===== config.mk =====
export PLATFORM = sky130hd
export DESIGN_NAME = chip_select_burst_interface
export DESIGN_NICKNAME = d
export VERILOG_FILES = /design/src/hdl/cs_burst_pkg.sv /design/src/hdl/chip_select_burst_interface.sv
export SDC_FILE = /design/constraint.sdc
export NUM_CORES = 1
export LEC_CHECK = 0
export ABC_AREA = 1
export ABC_CLOCK_PERIOD_IN_PS = 1900
export BUFFER_PORTS_ARGS = -buffer_cell sky130_fd_sc_hd__clkbuf_2
export CAP_MARGIN = 40
export CORE_MARGIN = 2
export CORE_UTILIZATION = 45
export DETAILED_ROUTE_END_ITERATION = 12
export GPL_TIMING_DRIVEN = 0
export HOLD_SLACK_MARGIN = 0.03
export PLACE_DENSITY = 0.72
export SLEW_MARGIN = 20
export SYNTH_ARGS = -nofsm -noshare
export SYNTH_HDL_FRONTEND = slang
export SYNTH_SLANG_ARGS = --single-unit

===== constraint.sdc =====
create_clock -name clk_in -period 1.9 [get_ports clk_in]
set_clock_uncertainty 0.05 [all_clocks]
set_input_delay 0.38 -clock clk_in [delete_from_list [all_inputs] [get_ports clk_in]]
set_output_delay 0.38 -clock clk_in [all_outputs]
set_load 0.02 [all_outputs]

===== src/hdl/cs_burst_pkg.sv =====
// Package with constants and carrier types for the chip-select burst unit.
package cs_burst_pkg;
    // ========================================================================
    // Interface-type encodings
    // ========================================================================
    localparam logic [3:0] INTERFACE_TYPE_FIELD_ASYNC = 4'h1;
    localparam logic [3:0] INTERFACE_TYPE_FIELD_SYNC_AOE = 4'h2;
    localparam logic [3:0] INTERFACE_TYPE_FIELD_SYNC_SOE = 4'h3;
    localparam logic [3:0] INTERFACE_TYPE_FIELD_B1_AOE = 4'h5;
    localparam logic [3:0] INTERFACE_TYPE_FIELD_B1_SOE = 4'h7;
    localparam logic [3:0] INTERFACE_TYPE_FIELD_B2 = 4'h8;
    // ========================================================================
    // Reset configuration word fields
    // ========================================================================
    localparam int CFG_PIN_FN = 0;
    localparam int CFG_BURST_TYPE = 2;
    localparam int CFG_BOOT_INTERFACE_TYPE_FIELD = 3;
    localparam int CFG_BOOT_PORT = 4;
    localparam int CFG_WAIT_LO = 6;
    localparam logic [8:0] CFG_DEFAULT = 9'h1CB;
    // ========================================================================
    // Burst and boot geometry
    // ========================================================================
    localparam logic [2:0] BURST_BEATS = 3'h4;
    localparam int BOOT_RANGE_BITS = 20;
    localparam logic [2:0] ONE_BEAT = 3'h1;

    typedef struct packed {
        logic valid;
        logic write;
        logic burst;
        logic boot;
        logic [3:0] interface_type_field;
        logic burstable;
        logic small_port;
        logic ack_en;
        logic [2:0] waits;
    } access_req_t;

    typedef struct packed {
        logic ce_n;
        logic oe_n;
        logic we_n;
        logic burst_in_progress_n_last_n;
        logic start_n;
        logic ack_n;
        logic burst_inhibit;
        logic port16;
    } strobe_out_t;
endpackage

===== src/hdl/chip_select_burst_interface.sv =====
// Chip-select strobe sequencer for synchronous and burst memory regions.
//
// Operation
// - Latch-enable memories are driven only with unlatched asynchronous sequences.
// - Synchronous output enable asserts at least one cycle after chip enable.
// - Type 1 burst gates data with enables and drives burst-in-progress.
// - Type 2 burst keeps chip enable through latency, supplies start strobe.
// - Pin-select bit picks last-beat timing when 1, burst-in-progress when 0.
// - Burst addresses need not stay valid after the latching edge.
// - Single word to burstable region asserts enable for one word.
// - Fixed burst to burstable region holds enable for four beats.
// - Burst to non-burstable region flags inhibit, runs single word.
// - Small-port fixed burst holds enable until the bus interface terminates.
// - Small-port single word does one access and reports 16-bit port.
// - Reset configuration bit 0 selects chip-select pins (1) or address.
// - Reset configuration bit 2 selects burst type 1 or type 2.
// - Bits 3 and 4 set boot interface type and boot port width.
// - Bits 6:8 give boot acknowledge delay, zero to seven waits.
// - External boot asserts chip enable and output enable, never write.
// - While reset is asserted all chip selects are driven negated.
// - With acknowledge enabled the unit generates transfer acknowledge.
`timescale 1ns/1ps
module chip_select_burst_interface (
    input wire logic clk_in,
    input wire logic reset_n_in,
    input wire logic [8:0] reset_config_in,
    input wire logic last_pin_select_in,
    input wire logic req_valid_in,
    input wire logic req_write_in,
    input wire logic req_burst_in,
    input wire logic req_boot_in,
    input wire logic [3:0] interface_type_field_in,
    input wire logic req_burstable_in,
    input wire logic req_small_port_in,
    input wire logic internal_ack_enable_in,
    input wire logic [2:0] req_waits_in,
    input wire logic ebi_terminate_in,
    input wire logic ext_ack_n_in,
    output logic req_ready_out,
    output logic chip_enable_n_out,
    output logic output_enable_n_out,
    output logic write_enable_n_out,
    output logic burst_in_progress_n_out,
    output logic transfer_start_n_out,
    output logic transfer_ack_n_out,
    output logic burst_inhibit_out,
    output logic port16_out,
    output logic cs_pins_select_out,
    output logic burst_type2_out,
    output logic [3:0] boot_interface_type_field_out,
    output logic boot_port32_out,
    output logic [2:0] boot_waits_out
);
    // ========================================================================
    // State
    // ========================================================================
    typedef enum logic [1:0] {IDLE, ADDR, WAITS, DATA} phase_t;

    typedef struct packed {
        phase_t phase;
        cs_burst_pkg::access_req_t req;
        cs_burst_pkg::strobe_out_t pins;
        logic [2:0] wait_cnt;
        logic [2:0] beat_cnt;
        logic [8:0] cfg;
        logic ack_sync1;
        logic ack_sync2;
    } state_t;

    state_t s_q;
    state_t s_d;

    function automatic logic is_burst_type(input logic [3:0] it);
        return it == cs_burst_pkg::INTERFACE_TYPE_FIELD_B1_AOE ||
            it == cs_burst_pkg::INTERFACE_TYPE_FIELD_B1_SOE ||
            it == cs_burst_pkg::INTERFACE_TYPE_FIELD_B2;
    endfunction

    function automatic logic is_sync_oe(input logic [3:0] it);
        return it == cs_burst_pkg::INTERFACE_TYPE_FIELD_SYNC_SOE ||
            it == cs_burst_pkg::INTERFACE_TYPE_FIELD_B1_SOE;
    endfunction

    function automatic cs_burst_pkg::strobe_out_t idle_pins();
        cs_burst_pkg::strobe_out_t p;
        p = '1;
        p.burst_inhibit = 1'b0;
        p.port16 = 1'b0;
        return p;
    endfunction

    logic multi_beat;
    logic last_beat;
    logic ack_done;
    assign multi_beat = s_q.req.burst && s_q.req.burstable;
    // Small-port bursts hold the strobes until the bus interface ends the burst.
    assign last_beat = (s_q.req.small_port && multi_beat) ?
        ebi_terminate_in :
        (!multi_beat || ebi_terminate_in ||
        s_q.beat_cnt == cs_burst_pkg::BURST_BEATS - cs_burst_pkg::ONE_BEAT);
    assign ack_done = s_q.req.ack_en ? 1'b1 : !s_q.ack_sync2;

    // ========================================================================
    // Next-state logic
    // ========================================================================
    always_comb begin
        s_d = s_q;
        s_d.ack_sync1 = ext_ack_n_in;
        s_d.ack_sync2 = s_q.ack_sync1;
        s_d.pins.start_n = 1'b1;
        s_d.pins.ack_n = 1'b1;
        case (s_q.phase)
            IDLE: begin
                if (req_valid_in) begin
                    // Everything the access needs is captured here, so the
                    // address may move on after this latching edge.
                    s_d.req.valid = 1'b1;
                    s_d.req.write = req_write_in && !req_boot_in;
                    s_d.req.burst = req_burst_in;
                    s_d.req.boot = req_boot_in;
                    s_d.req.small_port = req_small_port_in;
                    s_d.req.ack_en = internal_ack_enable_in;
                    s_d.req.interface_type_field = interface_type_field_in;
                    s_d.req.waits = req_waits_in;
                    if (req_boot_in) begin
                        // Boot strobes come from the captured reset word.
                        s_d.req.interface_type_field = boot_interface_type_field_out;
                        s_d.req.small_port = !boot_port32_out;
                        s_d.req.waits = boot_waits_out;
                        s_d.req.ack_en = 1'b1;
                    end
                    // Latch-enable parts use the plain asynchronous path.
                    s_d.req.burstable = req_burstable_in &&
                        is_burst_type(s_d.req.interface_type_field);
                    s_d.pins.ce_n = 1'b0;
                    s_d.pins.start_n = 1'b0;
                    s_d.pins.burst_inhibit = req_burst_in &&
                        !s_d.req.burstable;
                    s_d.pins.port16 = s_d.req.small_port;
                    s_d.wait_cnt = '0;
                    s_d.beat_cnt = '0;
                    s_d.phase = ADDR;
                    if (!is_sync_oe(s_d.req.interface_type_field)) begin
                        s_d.pins.oe_n = s_d.req.write;
                        s_d.pins.we_n = !s_d.req.write;
                    end
                end
            end
            ADDR: begin
                // Synchronous enables follow chip enable by a cycle.
                s_d.pins.oe_n = s_q.req.write;
                s_d.pins.we_n = !s_q.req.write;
                s_d.pins.burst_in_progress_n_last_n = !(multi_beat &&
                    !last_pin_select_in);
                s_d.phase = WAITS;
            end
            WAITS: begin
                // Chip enable stays low through the whole latency.
                if (s_q.wait_cnt >= s_q.req.waits && ack_done) begin
                    s_d.phase = DATA;
                    s_d.pins.ack_n = !s_q.req.ack_en;
                    if (last_beat && last_pin_select_in && multi_beat) begin
                        s_d.pins.burst_in_progress_n_last_n = 1'b0;
                    end
                end else begin
                    s_d.wait_cnt = s_q.wait_cnt + 3'h1;
                end
            end
            DATA: begin
                if (last_beat) begin
                    s_d.pins = idle_pins();
                    s_d.req.valid = 1'b0;
                    s_d.phase = IDLE;
                end else begin
                    s_d.beat_cnt = s_q.beat_cnt + 3'h1;
                    s_d.pins.ack_n = !s_q.req.ack_en;
                    if (s_q.beat_cnt == cs_burst_pkg::BURST_BEATS -
                        3'h2 && !s_q.req.small_port) begin
                        // Burst-in-progress drops for the final beat.
                        s_d.pins.burst_in_progress_n_last_n = !last_pin_select_in ?
                            1'b1 : 1'b0;
                    end
                end
            end
            default: begin
                s_d.phase = IDLE;
            end
        endcase
    end

    // ========================================================================
    // Registers
    // ========================================================================
    always_ff @(posedge clk_in) begin
        if (!reset_n_in) begin
            s_q <= '0;
            s_q.phase <= IDLE;
            s_q.pins <= idle_pins();
            s_q.cfg <= cs_burst_pkg::CFG_DEFAULT;
            s_q.ack_sync1 <= 1'b1;
            s_q.ack_sync2 <= 1'b1;
        end else begin
            s_q <= s_d;
        end
    end

    // The configuration word is sampled on the first edge after release.
    logic cfg_taken_q;
    logic [8:0] cfg_q;
    always_ff @(posedge clk_in) begin
        if (!reset_n_in) begin
            cfg_taken_q <= 1'b0;
            cfg_q <= cs_burst_pkg::CFG_DEFAULT;
        end else if (!cfg_taken_q) begin
            cfg_taken_q <= 1'b1;
            cfg_q <= reset_config_in;
        end
    end

    // ========================================================================
    // Outputs
    // ========================================================================
    assign req_ready_out = s_q.phase == IDLE && cfg_taken_q;
    assign chip_enable_n_out = s_q.pins.ce_n;
    assign output_enable_n_out = s_q.pins.oe_n;
    assign write_enable_n_out = s_q.pins.we_n;
    assign burst_in_progress_n_out = s_q.pins.burst_in_progress_n_last_n;
    assign transfer_start_n_out = s_q.pins.start_n;
    assign transfer_ack_n_out = s_q.pins.ack_n;
    assign burst_inhibit_out = s_q.pins.burst_inhibit;
    assign port16_out = s_q.pins.port16;
    assign cs_pins_select_out = cfg_q[cs_burst_pkg::CFG_PIN_FN];
    assign burst_type2_out = cfg_q[cs_burst_pkg::CFG_BURST_TYPE];
    assign boot_interface_type_field_out = cfg_q[cs_burst_pkg::CFG_BOOT_INTERFACE_TYPE_FIELD] ?
        cs_burst_pkg::INTERFACE_TYPE_FIELD_ASYNC : cs_burst_pkg::INTERFACE_TYPE_FIELD_B2;
    assign boot_port32_out = cfg_q[cs_burst_pkg::CFG_BOOT_PORT];
    assign boot_waits_out = cfg_q[cs_burst_pkg::CFG_WAIT_LO +: 3];
endmodule // chip_select_burst_interface


Word-level counts from Yosys, hierarchy flattened
Index checks and enable logic that the tools add are counted.

Output and inout port bits: 19. Register bits: 41. Bits of input ports: 28. Logic and storage cells: 116.

Eq/ne operators: 17. Reductions and logical operators: 40. $lt $le $gt $ge: 1. Add/subtract/negate cells: 2. Muxes and demuxes: 33.

Operators by type and width (count): two-way mux 19 bit (1); two-way mux 4 bit (4); != test 2 bit (second input constant) (7); two-way mux 3 bit (4); case mux 3 bit (2 select lines) (2); AND reduction 3 bit (4); logical AND 1 bit (11); zero test 1 bit (11); two-way mux 1 bit (11); equality test 4 x 3 -> 1 bit (second input constant) (2); two-way mux 8 bit (1); case mux 2 bit (4 select lines) (1); AND reduction 4 bit (2); adder 3 x 1 -> 3 bit (second input constant) (2); equality test 3 x 2 -> 1 bit (second input constant) (2); two-way mux 2 bit (3); case mux 2 bit (3 select lines) (1); nonzero test 3 bit (2); logical OR 1 bit (5); two-way mux 5 bit (1); equality test 2 bit (second input constant) (2); equality test 4 x 2 -> 1 bit (second input constant) (1); equality test 4 bit (second input constant) (1); case mux 1 bit (2 select lines) (2); 8 further kinds (10).

Logic depth before layout (Yosys ltp)
Gate-level depths: netlist of run 1.

Depth in word-level cells: 12. Gate-level depth with buffers: 11.

Worst setup path before layout of run 1
OpenSTA, ideal clock, no wires.

Kind: register -> register. Start: register s_q[11] in the netlist's numbering. End: register s_q[11] in the netlist's numbering. Cell stages (with the launch flop): 11. Period minus slack after synthesis: 1.488 ns. Arrival time: 1.325 ns. Data required time: 1.737 ns. Path slack: 0.412 ns. Cells stage by stage: dfxtp_1 -> ha_1 -> ha_1 -> nand2_1 -> nand3_1 -> nand2_1 -> inv_2 -> nor3_2 -> nand2_1 -> nand2_1 -> nor2_1.

Longest elaborated chain between the ends: 5.

RTL lines: start: declaration (RTL line chip_select_burst_interface.sv:70) `state_t s_q;`; branches (longest 5 deep; another with adder 3 x 1 -> 3 bit).

Parallel ways; which one is timed is not known. The select of a mux whose other input is x is not followed. A chain may end at the register's enable or synchronous reset.

Worst setup path in the final report of run 1
Start: register s_q[39] in the netlist's numbering. End: output port req_ready_out.

Longest elaborated chain between the ends: 2.

RTL lines: zero test 2 bit (RTL line chip_select_burst_interface.sv:223) `assign req_ready_out = s_q.phase == IDLE && cfg_taken_q;`; logical AND 1 bit (RTL line chip_select_burst_interface.sv:223); end: declaration (RTL line chip_select_burst_interface.sv:39) `output logic req_ready_out,`.

No other way between the ends.

==> metrics.md, run 1 <==
| Metric | Value |
|---|---|
| Synthesized flop and latch total | 34 |
| # setup viols final | 0 |
| # diodes | 0 |
| Slew Viols, Final | 0 |
| Port Buffers | 42 |
| First-pass GRT wire length | 6660 microns |
| Period utilization | 93.9% |
| CP Data Required Time | 1.47 ns |
| Die H | roughly 66 microns |
| Mean post-synth cell area | 7.12 sq um |
| Max-cap violations | 0 |
| CTS tree | done |
| Worst-Skew Late Latency | 0.29 ns |
| Fin area | 2140 sq um |
| Clock Pin Slew Worst Setup and Hold Paths | 0.07 ns |
| Leak | roughly 1.1 nW |
| Placeable Area | around 3700 sq um |
| Mapped cell area | 1750 sq um |
| Grt ovf | 0 |
| Layout cell share with drive strength beyond 1 | between 20% and 30% |
| Detailed router's first-iteration violation count | 117 |
| Setup_tns | 0 ns |
| Critical path fanouts, max | 5 |
| Non-filler instance count after layout | 345 |
| CTS Buffer Depth | 2 |
| Routability Congestion | 0.865 |
| DR vias/cell | ~4.9 |
| Detailed Route WL | 4000 microns |
| Yosys Warn Count | 0 |
| Hold crit path type | input pin to flop |
| DR WL/cell | around 12 microns |
| Vias | 1699 |
| H-tree levels | 2 |
| Max Fclk | 560 MHz |
| Synth top area cells | dfxtp_1 (39%), nand2_1 (13%), ha_1 (9.3%) |
| Pre-CTS setup slack | 0.251 ns |
| Chip width | 66.4 microns |
| Worst Min Path Start | reset_n_in |
| Pwr Density | 1400 nW/um^2 |
| R2R Path Start | s_q[11] |
| Post-CTS setup buffer count | 0 |
| DRT Pass-1 Iters | 4 |
| Post-layout min period | 1.78 ns |
| Hpwl dp | 3080 microns |
| Largest area contributor in the netlist | dfxtp_1 |
| Number of CTS-inserted buffers | 5 |
| Row Count | 22 |
| Die area | 4400 sq um |
| Area delta synth->final | 22.1% |
| DRC violations left | 0 |
| Largest net degree at the start of global routing | 12 |
| Antenna violations before repair | 0 |
| WS Path Type | flop to primary output |
| # IOs | 47 |
| Vias in the first global route | 1579 |
| Starting Density | a little under half |
| Yosys top cell area share | 38.9% |
| Data arrival, critical path | around 1.4 ns |
| Outcome | finished clean |
| Final layout net count | 337 |
| CTS Hold Buffers Added | 0 |
| Cells after Synth | 246 |
| Worst setup margin | 0.116 ns |
| Pwr Total | roughly 3 mW |
| DP Cell Count | 337 |
| Tot GR Track Use | about a fifth |
| Commonest non-fill, non-tap cell in the layout | nand2_1 |
| Clk root buf | clkbuf_8 |
| Register area share after synthesis | 38.9% |
| Cell Area, Placed | 2020 sq um |
| Clock sinks | 34 |
| Final Hold Viols | 0 |
| CP endpoint kind | primary output |
| Most frequent cells in the layout | nand2_1 (62), clkbuf_2 (42), dfxtp_1 (34) |
| RSZ-0062 raised after global routing | no |
| Fillers | 354 |
| Yosys cell types | 26 |
| Slew headroom | roughly two thirds |
| Critical Path Source Type | flop |
| Origin of the worst setup path | s_q[39] |
| Worst-Margin Slew | 0.527 ns |
| Post-cts gate resize count | 0 |
| Peak VDD IR | around 0.6 mV |
| ANT nets after route | 0 |
## layer usage
layer | vias up | part of all wire [%] | track usage (%)
li1 | 891 | - | -
met1 | 768 | 46 | 23.9
met2 | 31 | 49 | 34.4
met3 | 9 | 3.8 | 4.60
met4 | 0 | 1.4 | 6.63
met5 | - | 0 | 0
## cell usage after synthesis
| library cell | number |
|---|---|
| a211oi_1 | 1 |
| a21oi_1 | 13 |
| buf_2 | 2 |
| buf_4 | 3 |
| clkbuf_1 | 3 |
| conb_1 | 1 |
| dfxtp_1 | 34 |
| ha_1 | 13 |
| inv_1 | 26 |
| inv_2 | 7 |
| nand2_1 | 62 |
| nand2_2 | 2 |
| nand3_1 | 20 |
| nand4_1 | 2 |
| nor2_1 | 23 |
| nor2_2 | 1 |
| nor2_4 | 1 |
| nor3_1 | 2 |
| nor3_2 | 1 |
| nor3b_1 | 1 |
| o2111ai_1 | 2 |
| o211ai_1 | 8 |
| o21ai_0 | 11 |
| o21ai_1 | 4 |
| or2_2 | 2 |
| xor2_1 | 1 |
## where the power goes
part	internal [mW]	total, mW	switching, mW	leakage (nW)
Clock	0.391	0.662	0.271	0.0514
Combinational	0.472	1.34	0.864	0.765
Sequential	0.886	0.985	0.0992	0.282
Total	1.75	2.98	1.23	1.10
## metrics by stage
stage / hold WS (ns) / util, %
floorplan: 0.343 / -
global placement: 0.346 / 54.9
detailed placement: 0.353 / 54.9
CTS: 0.152 / 57.9
global route: 0.149 / 57.9
finish: 0.157 / 57.9
## cells by family (layout without fill, tap and decap cells)
group           after synthesis  in the layout  share of synthesized area [%]
simple gates                117            117                           28.7
other cells                   1              2                          0.214
xor+xnor                      1              1                          0.500
fa+ha+maj                    13             13                           9.29
compound gates               39             39                           12.9
flops                        34             34                           38.9
buf+inv                      41             91                           9.58
## state kept, by name, indices dropped and copies added (netlist names)
register and flops:
s_q 17, cfg_q 7, burst_in_progress_n_out 1, burst_inhibit_out 1, cfg_taken_q 1, chip_enable_n_out 1
output_enable_n_out 1, port16_out 1, s_d 1, transfer_ack_n_out 1, transfer_start_n_out 1, write_enable_n_out 1
## final cells by class
cell class                 instances  area [sq um]  area share [%]
buffer                             8          43.8            2.05
clock buffer                       6          72.6            3.40
clock inverter                     2          37.5            1.76
inverter                          33           124            5.80
multi-input combinational        172           908            42.5
sequential                        34           681            31.9
tap                               48          60.1            2.81
timing repair buffer              42           210            9.84
## path summary, 6_finish.rpt
| check | endpoint | slack [ns] | cells after the start |
|---|---|---|---|
| hold reg to reg | s_q[0] | 0.37 | 1 |
| hold / removal | cfg_taken_q | 0.16 | 1 |
| setup reg to reg | s_q[11] | 0.20 | 10 |
| setup / recovery | req_ready_out | 0.12 | 5 |
## worst max-delay path: stages (launching register included)
cell	delay, ns
dfxtp_1	0.33
inv_1	0.16
ha_2	0.28
nand2_1	0.07
inv_1	0.06
clkbuf_2	0.16
Power figures use the tool's default switching activity.
==> inputs of run 2 (changes only) <==
--- a/config.mk
+++ b/config.mk
@@ -12,7 +12,6 @@
 export CORE_MARGIN = 2
 export CORE_UTILIZATION = 45
 export DETAILED_ROUTE_END_ITERATION = 12
-export GPL_TIMING_DRIVEN = 0
 export HOLD_SLACK_MARGIN = 0.03
 export PLACE_DENSITY = 0.72
 export SLEW_MARGIN = 20
==> metrics.md, run 2 (same netlist as run 1, synthesis figures left out) <==
| Metric | Value |
|---|---|
| Outcome | finished clean |
| Pre-CTS setup slack | 0.265 ns (+0.0137 ns) |
| Max-cap violations | 0 (unchanged) |
| Sequential power share | 35.5% (+2.5 points) |
| Biggest regs | s_q x17, cfg_q x7 |
| Slew Viols, Final | 0 (unchanged) |
| Hpwl dp | 2990 microns (-3.2%) |
| Final layout net count | 330 (-2.1%) |
| Sw Ratio | 42.8% (+1.4 points) |
| Power share of the clock group | 18.0% (-4.2 points) |
| Post-CTS setup buffer count | 0 (unchanged) |
| Max Fclk | 570 MHz (+1.6%) |
| Die area | 4400 sq um (unchanged) |
| # setup viols final | 0 (unchanged) |
| Critical Path Source Type | flop |
| Critical path fanouts, max | 5 (unchanged) |
| Clock Pin Slew Worst Setup and Hold Paths | 0.07 ns (about the same) |
| Post-layout min period | 1.76 ns (-0.0288 ns) |
| Comb pwr share | 46.4% (+1.6 points) |
| CTS Buffer Depth | 2 (unchanged) |
| # diodes | 0 (unchanged) |
| WS Path Type | flop to primary output |
| CP max stage cell | dfxtp_1 |
| Cell Area, Placed | 1990 sq um (-1.8%) |
| Tot GR Track Use | 19.6% (-0.21 points) |
| ANT nets after route | 0 (unchanged) |
| # IOs | 47 (unchanged) |
| CTS tree | done |
| First-pass GRT wire length | 6640 microns (-0.21%) |
| Buf+Inv Stages, Crit Path | 3 (unchanged) |
| RSZ-0062 raised after global routing | no |
| Critical Path, Cell by Cell | inv_1 -> ha_2 -> nand2_1 -> inv_1 -> clkbuf_2 |
| Routability Congestion | 0.814 (-5.9%) |
| Grt ovf | 0 (unchanged) |
| Antenna violations before repair | 0 (unchanged) |
| Cell mode on critical path | inv_1 |
| Hold crit path type | input pin to flop |
| Fin area | 2070 sq um (-3.2%) |
| Most frequent cells in the layout | nand2_1 (62), clkbuf_2 (42), dfxtp_1 (34) |
| Detailed Route WL | 3780 microns (-5.4%) |
| Peak VDD IR | 0.465 mV (-23%) |
| Worst setup margin | 0.144 ns (+0.0288 ns) |
| Period utilization | 92.4% (-1.5 points) |
| DRC violations left | 0 (unchanged) |
| Commonest non-fill, non-tap cell in the layout | nand2_1 |
| Worst-Skew Late Latency | 0.29 ns (about the same) |
| Data arrival, critical path | 1.33 ns (-0.02 ns) |
| Vias | 1669 (-1.8%) |
| Largest net degree at the start of global routing | 18 (+6) |
| Internal | 1.59 mW (-9.2%) |
| Final Hold Viols | 0 (unchanged) |
| Row Count | 22 (unchanged) |
| Placeable Area | 3690 sq um (unchanged) |
| Clock sinks | 34 (unchanged) |
| Layout cell share with drive strength beyond 1 | 22.5% (-0.74 points) |
| Max reg flops | 17 (unchanged) |
| Max incr delay on CP | 0.33 ns (about the same) |
| DR vias/cell | 4.95 (+0.57%) |
| Pwr Total | 2.77 mW (-7.0%) |
| DRT Pass-1 Iters | 4 (unchanged) |
| Area delta synth->final | 18.2% |
| Detailed router's first-iteration violation count | 62 (-47%) |
| CP endpoint kind | primary output |
| Clk root buf | clkbuf_8 |
| Switching power total | 1.19 mW (-3.9%) |
| Number of CTS-inserted buffers | 5 (unchanged) |
| Final Core Density | 56.1% (-1.8 points) |
| Worst path top cell family by delay | buffers and inverters |
| Fillers | 378 (+6.8%) |
| Setup_tns | 0 ns (unchanged) |
| Die H | 66.4 microns (unchanged) |
| H-tree levels | 2 (unchanged) |
| CP Data Required Time | 1.47 ns (about the same) |
| Port Buffers | 42 (unchanged) |
| Pwr Density | 1340 nW/um^2 (-4.0%) |
| Vias in the first global route | 1565 (-0.89%) |
| Chip width | 66.4 microns (unchanged) |
| Starting Density | 47.5% (unchanged) |
| Leak | 1.07 nW (-2.9%) |
| DR WL/cell | 11.2 microns (-3.1%) |
| Most flops, register | s_q |
[run 2: routing by layer]
layer / part of all wire (%) / vias to the layer above / track usage [%]
met1: 46 / 767 / 23.3
met3: 4.5 / 4 / 5.11
met5: 0 / - / 0
met4: 0.77 / 0 / 4.59
met2: 48 / 25 / 34.9
li1: - / 873 / -
[run 2: final timing paths]
check | from | to | slack [ns] | cells after the start
worst min register to register | s_d[0] | s_q[0] | 0.36 | 1
worst max-delay path | s_q[39] | req_ready_out | 0.14 | 5
worst min-delay path | ext_ack_n_in | s_d[0] | 0.23 | 2
worst max register to register | s_q[11] | s_q[11] | 0.29 | 10
[run 2: timing repair]
action	CTS	global route
gates resized for setup	0	1
hold buffers	0	0
endpoints found under the setup margin	0	1
endpoints found under the hold margin	0	0
[run 2: cell type report]
| cell class | count | area (sq um) | area share (%) |
|---|---|---|---|
| inverters | 33 | 124 | 5.99 |
| multi-input cells | 172 | 908 | 43.9 |
| clock buffers | 5 | 68.8 | 3.33 |
| well taps | 48 | 60.1 | 2.90 |
| clock inverters | 2 | 10.0 | 0.484 |
| repair buffers | 43 | 218 | 10.5 |
| flip-flops and latches | 34 | 681 | 32.9 |
[run 2: per-stage QoR]
step | cells | hold slack [ns]
floorplan | 247 | 0.343
global placement | 330 | 0.346
detailed placement | 330 | 0.347
CTS | 337 | 0.228
global route | 337 | 0.237
finish | 337 | 0.231
[run 2: power groups by stage]
stage	clock network [mW]	registers [mW]	logic [mW]
floorplan	0	1.06	0.930
global placement	0	0.997	1.27
detailed placement	0	1.00	1.29
CTS	0.505	0.987	1.29
global route	0.548	1.01	1.51
finish	0.500	0.986	1.29
==> inputs of run 3 (changes only) <==
--- a/config.mk
+++ b/config.mk
@@ -5,8 +5,7 @@
 export SDC_FILE = /design/constraint.sdc
 export NUM_CORES = 1
 export LEC_CHECK = 0
-export ABC_AREA = 1
-export ABC_CLOCK_PERIOD_IN_PS = 1900
+export ABC_AREA = 0
 export BUFFER_PORTS_ARGS = -buffer_cell sky130_fd_sc_hd__clkbuf_2
 export CAP_MARGIN = 40
 export CORE_MARGIN = 2
==> metrics.md, run 3 <==
| Metric | Value |
|---|---|
| Row Count | 22 (unchanged) |
| Yosys cell types | 45 (+73%) |
| Outcome | finished, violations left |
| CTS tree | done |
| Die area | 4310 sq um (-2.1%) |
| Slew Viols, Final | 0 (unchanged) |
| Vias in the first global route | 1454 (-7.1%) |
| CP endpoint kind | flop |
| CTS Buffer Depth | 2 (unchanged) |
| Hold crit path type | input pin to flop |
| Fin area | 2260 sq um (+9.1%) |
| Origin of the worst setup path | s_q[12] |
| Biggest regs | s_q x17, cfg_q x7 |
| Most flops, register | s_q |
| Yosys top cell area share | 39.8% (+0.88 points) |
| Detailed Route WL | 3990 microns (+5.6%) |
| Post-layout min period | 1.91 ns (+0.154 ns) |
| Worst setup margin | -0.00989 ns (-0.154 ns) |
| DR WL/cell | 13.4 microns (+19%) |
| Layout cell share with drive strength beyond 1 | 34.3% (+12 points) |
| Chip width | 65.7 microns (-1.0%) |
| Final layout net count | 291 (-12%) |
| Leak | 1.04 nW (-2.7%) |
| Mapped cell area | 1710 sq um (-2.2%) |
| Clk root buf | clkbuf_8 |
| Clock sinks | 34 (unchanged) |
| Pwr Density | 1150 nW/um^2 (-14%) |
| Cell Area, Placed | 2060 sq um (+3.6%) |
| Critical path fanouts, max | 4 (-1) |
| Synthesized flop and latch total | 34 (unchanged) |
| WS Path Type | flop to flop |
| Worst-Skew Late Latency | 0.29 ns (about the same) |
| Async set or reset register ratio after synthesis | 0% (unchanged) |
| CP max stage cell | or4_4 |
| ANT nets after route | 0 (unchanged) |
| Number of CTS-inserted buffers | 5 (unchanged) |
| Post-Synth Adder-Cell Area | 9.50% (+0.21 points) |
| Clock Pin Slew Worst Setup and Hold Paths | 0.07 ns (about the same) |
| Mux contribution to synthesized area | 9.94% (+9.9 points) |
| R2R Path Start | s_q[12] |
| H-tree levels | 2 (unchanged) |
| Placeable Area | 3660 sq um (-0.75%) |
| CTS Hold Buffers Added | 0 (unchanged) |
| Commonest cells in the netlist | dfxtp_1 (34), nor2_1 (27), nand2_1 (21) |
| RSZ-0062 raised after global routing | yes |
| Largest area contributor in the netlist | dfxtp_1 |
| Data arrival, critical path | 2.04 ns (+0.71 ns) |
| DR vias/cell | 5.08 (+2.6%) |
| Antenna violations before repair | 0 (unchanged) |
| DRC violations left | 0 (unchanged) |
| Routability Congestion | 0.842 (+3.3%) |
| Worst r2r dst | output_enable_n_out |
| Port Buffers | 42 (unchanged) |
| # setup viols final | 1 (+1) |
| Final Hold Viols | 0 (unchanged) |
| Mean post-synth cell area | 8.96 sq um (+26%) |
| Peak VDD IR | 0.750 mV (+61%) |
| # diodes | 0 (unchanged) |
| Count leader, synth | dfxtp_1 |
| Period utilization | 101% (+8.1 points) |
| Post-synth EDFFs | 0 (unchanged) |
| Worst-Margin Slew | 0.532 ns |
| Max incr delay on CP | 0.58 ns (+0.25 ns) |
| First-pass GRT wire length | 6580 microns (-0.93%) |
| Reg-to-reg slack, setup | -0.01 ns (-0.30 ns) |
| Failing checks | setup timing |
| Max-cap violations | 0 (unchanged) |
| Synth Area in Compound Gates | 13.5% (+0.58 points) |
| Yosys Warn Count | 0 (unchanged) |
| Critical Path, Cell by Cell | ha_4 -> ha_4 -> nor2b_4 -> nor4_4 -> or4_4 -> a211o_1 |
| Slew headroom | between 60% and 70% |
| Largest family of logic cells by synthesized area | simple AND/OR/NAND/NOR gates |
| Register area share after synthesis | 39.8% (+0.88 points) |
| Final Core Density | 61.7% (+5.5 points) |
| Pwr Total | 2.60 mW (-6.1%) |
| CP Data Required Time | 2.03 ns (+0.56 ns) |
| Critical Path End | output_enable_n_out |
| Cells after Synth | 191 (-22%) |
| Max reg flops | 17 (unchanged) |
| Commonest non-fill, non-tap cell in the layout | clkbuf_2 |
| Hpwl dp | 2870 microns (-3.8%) |
| Fillers | 336 (-11%) |
| Vias | 1519 (-9.0%) |
| Critical Path Source Type | flop |
| Synth top area cells | dfxtp_1 (40%), mux2i_1 (9.9%), ha_1 (9.5%) |
| Die H | 65.7 microns (-1.0%) |
| Top FF cell, synth | dfxtp_1 |
| Synth Area in Simple Gates | 21.9% (-6.7 points) |
| Largest net degree at the start of global routing | 17 (-1) |
| R2R cell count | 6 (-4) |
| DRT Pass-1 Iters | 4 (unchanged) |
| Tot GR Track Use | 20.2% (+0.55 points) |
| Max Fclk | 524 MHz (-8.1%) |
| Grt ovf | 0 (unchanged) |
| Area delta synth->final | 31.9% |
| Xor and xnor fraction of the mapped netlist area | 0.512% (+0.011 points) |
| Starting Density | 46.8% (-0.70 points) |
| Cell mode on critical path | ha_4 |
| Detailed router's first-iteration violation count | 47 (-24%) |
| Most frequent cells in the layout | clkbuf_2 (42), dfxtp_1 (32), nor2_1 (27) |
| # IOs | 47 (unchanged) |
==> run 3: cell types whose count changed in the layout (fill, tap and decap cells not counted), moves of 5 or more <==
cell      before  now
nand2_1       62   21
inv_1         26    9
o211ai_1       8    3
nand3_1       20    1
mux2i_1        0   17
o21ai_0       11    4
inv_2          7    1
a21oi_1       13    5
buf_4          1   17
==> run 3: repair_timing <==
item                                    4_1_cts  5_1_grt
gates resized for setup                       3       13
gates cloned                                  0        0
pin swaps                                     0        7
endpoints found under the setup margin        2       10
buffers inserted                              0        2
==> run 3: cells by family (layout without fill, tap and decap cells) <==
family | after synthesis | in the layout
multiplexers | 17 | 17
AO/OA/AOI/OAI | 32 | 32
flip-flops | 34 | 34
XOR/XNOR | 1 | 1
AND/OR/NAND/NOR | 74 | 74
adder cells (fa/ha/maj) | 13 | 13
buffers and inverters | 19 | 78
other | 1 | 2
==> run 3: area by class of cell <==
cell class | instances | area (sq um) | share of cell area, %
sequential | 34 | 686 | 30.4
multi-input combinational | 139 | 1020 | 45.3
inverter | 11 | 41.3 | 1.83
clock buffer | 8 | 110 | 4.88
tap | 48 | 60.1 | 2.66
timing repair buffer | 59 | 338 | 15.0
==> run 3: metrics by stage <==
| step | setup TNS, ns | cells | setup WS, ns | hold WS, ns |
|---|---|---|---|---|
| floorplan | 0 | 192 | 0.0386 | 0.334 |
| global placement | -0.00320 | 289 | -0.00320 | 0.366 |
| detailed placement | -0.0239 | 289 | -0.0239 | 0.360 |
| CTS | 0 | 297 | 0.0185 | 0.216 |
| global route | -0.0992 | 299 | -0.0708 | 0.252 |
| finish | -0.00989 | 299 | -0.00989 | 0.219 |
==> run 3: worst min-delay path by stage <==
stage          depth (start not counted)                  to    startpoint
2_1_floorplan                          1  transfer_ack_n_out       s_q[28]
3_3_place_gp                           1  transfer_ack_n_out       s_q[28]
3_5_place_dp                           1  transfer_ack_n_out       s_q[28]
4_1_cts                                2              s_d[0]  ext_ack_n_in
5_1_grt                                2              s_d[0]  ext_ack_n_in
6_report                               2              s_d[0]  ext_ack_n_in
==> run 3: critical path: cells and delay by family (launching register included) <==
family          cells  cell delay, ns
compound gates      1            0.27
fa+ha+maj           2            0.25
flops               1            0.37
simple gates        3            0.86
==> run 3: power by group <==
group          internal [mW]  switching, mW
Sequential             0.825         0.0662
Combinational          0.494          0.590
Clock                  0.366          0.264
Total                   1.68          0.920
==> run 3: routing by layer <==
metal | wire [microns] | GRT usage, % | vias to the layer above
met4 | 95 | 6.77 | 0
met2 | 1800 | 32.6 | 46
li1 | - | - | 770
met5 | 0 | 0 | -
met3 | 208 | 6.34 | 12
met1 | 1890 | 25.3 | 691
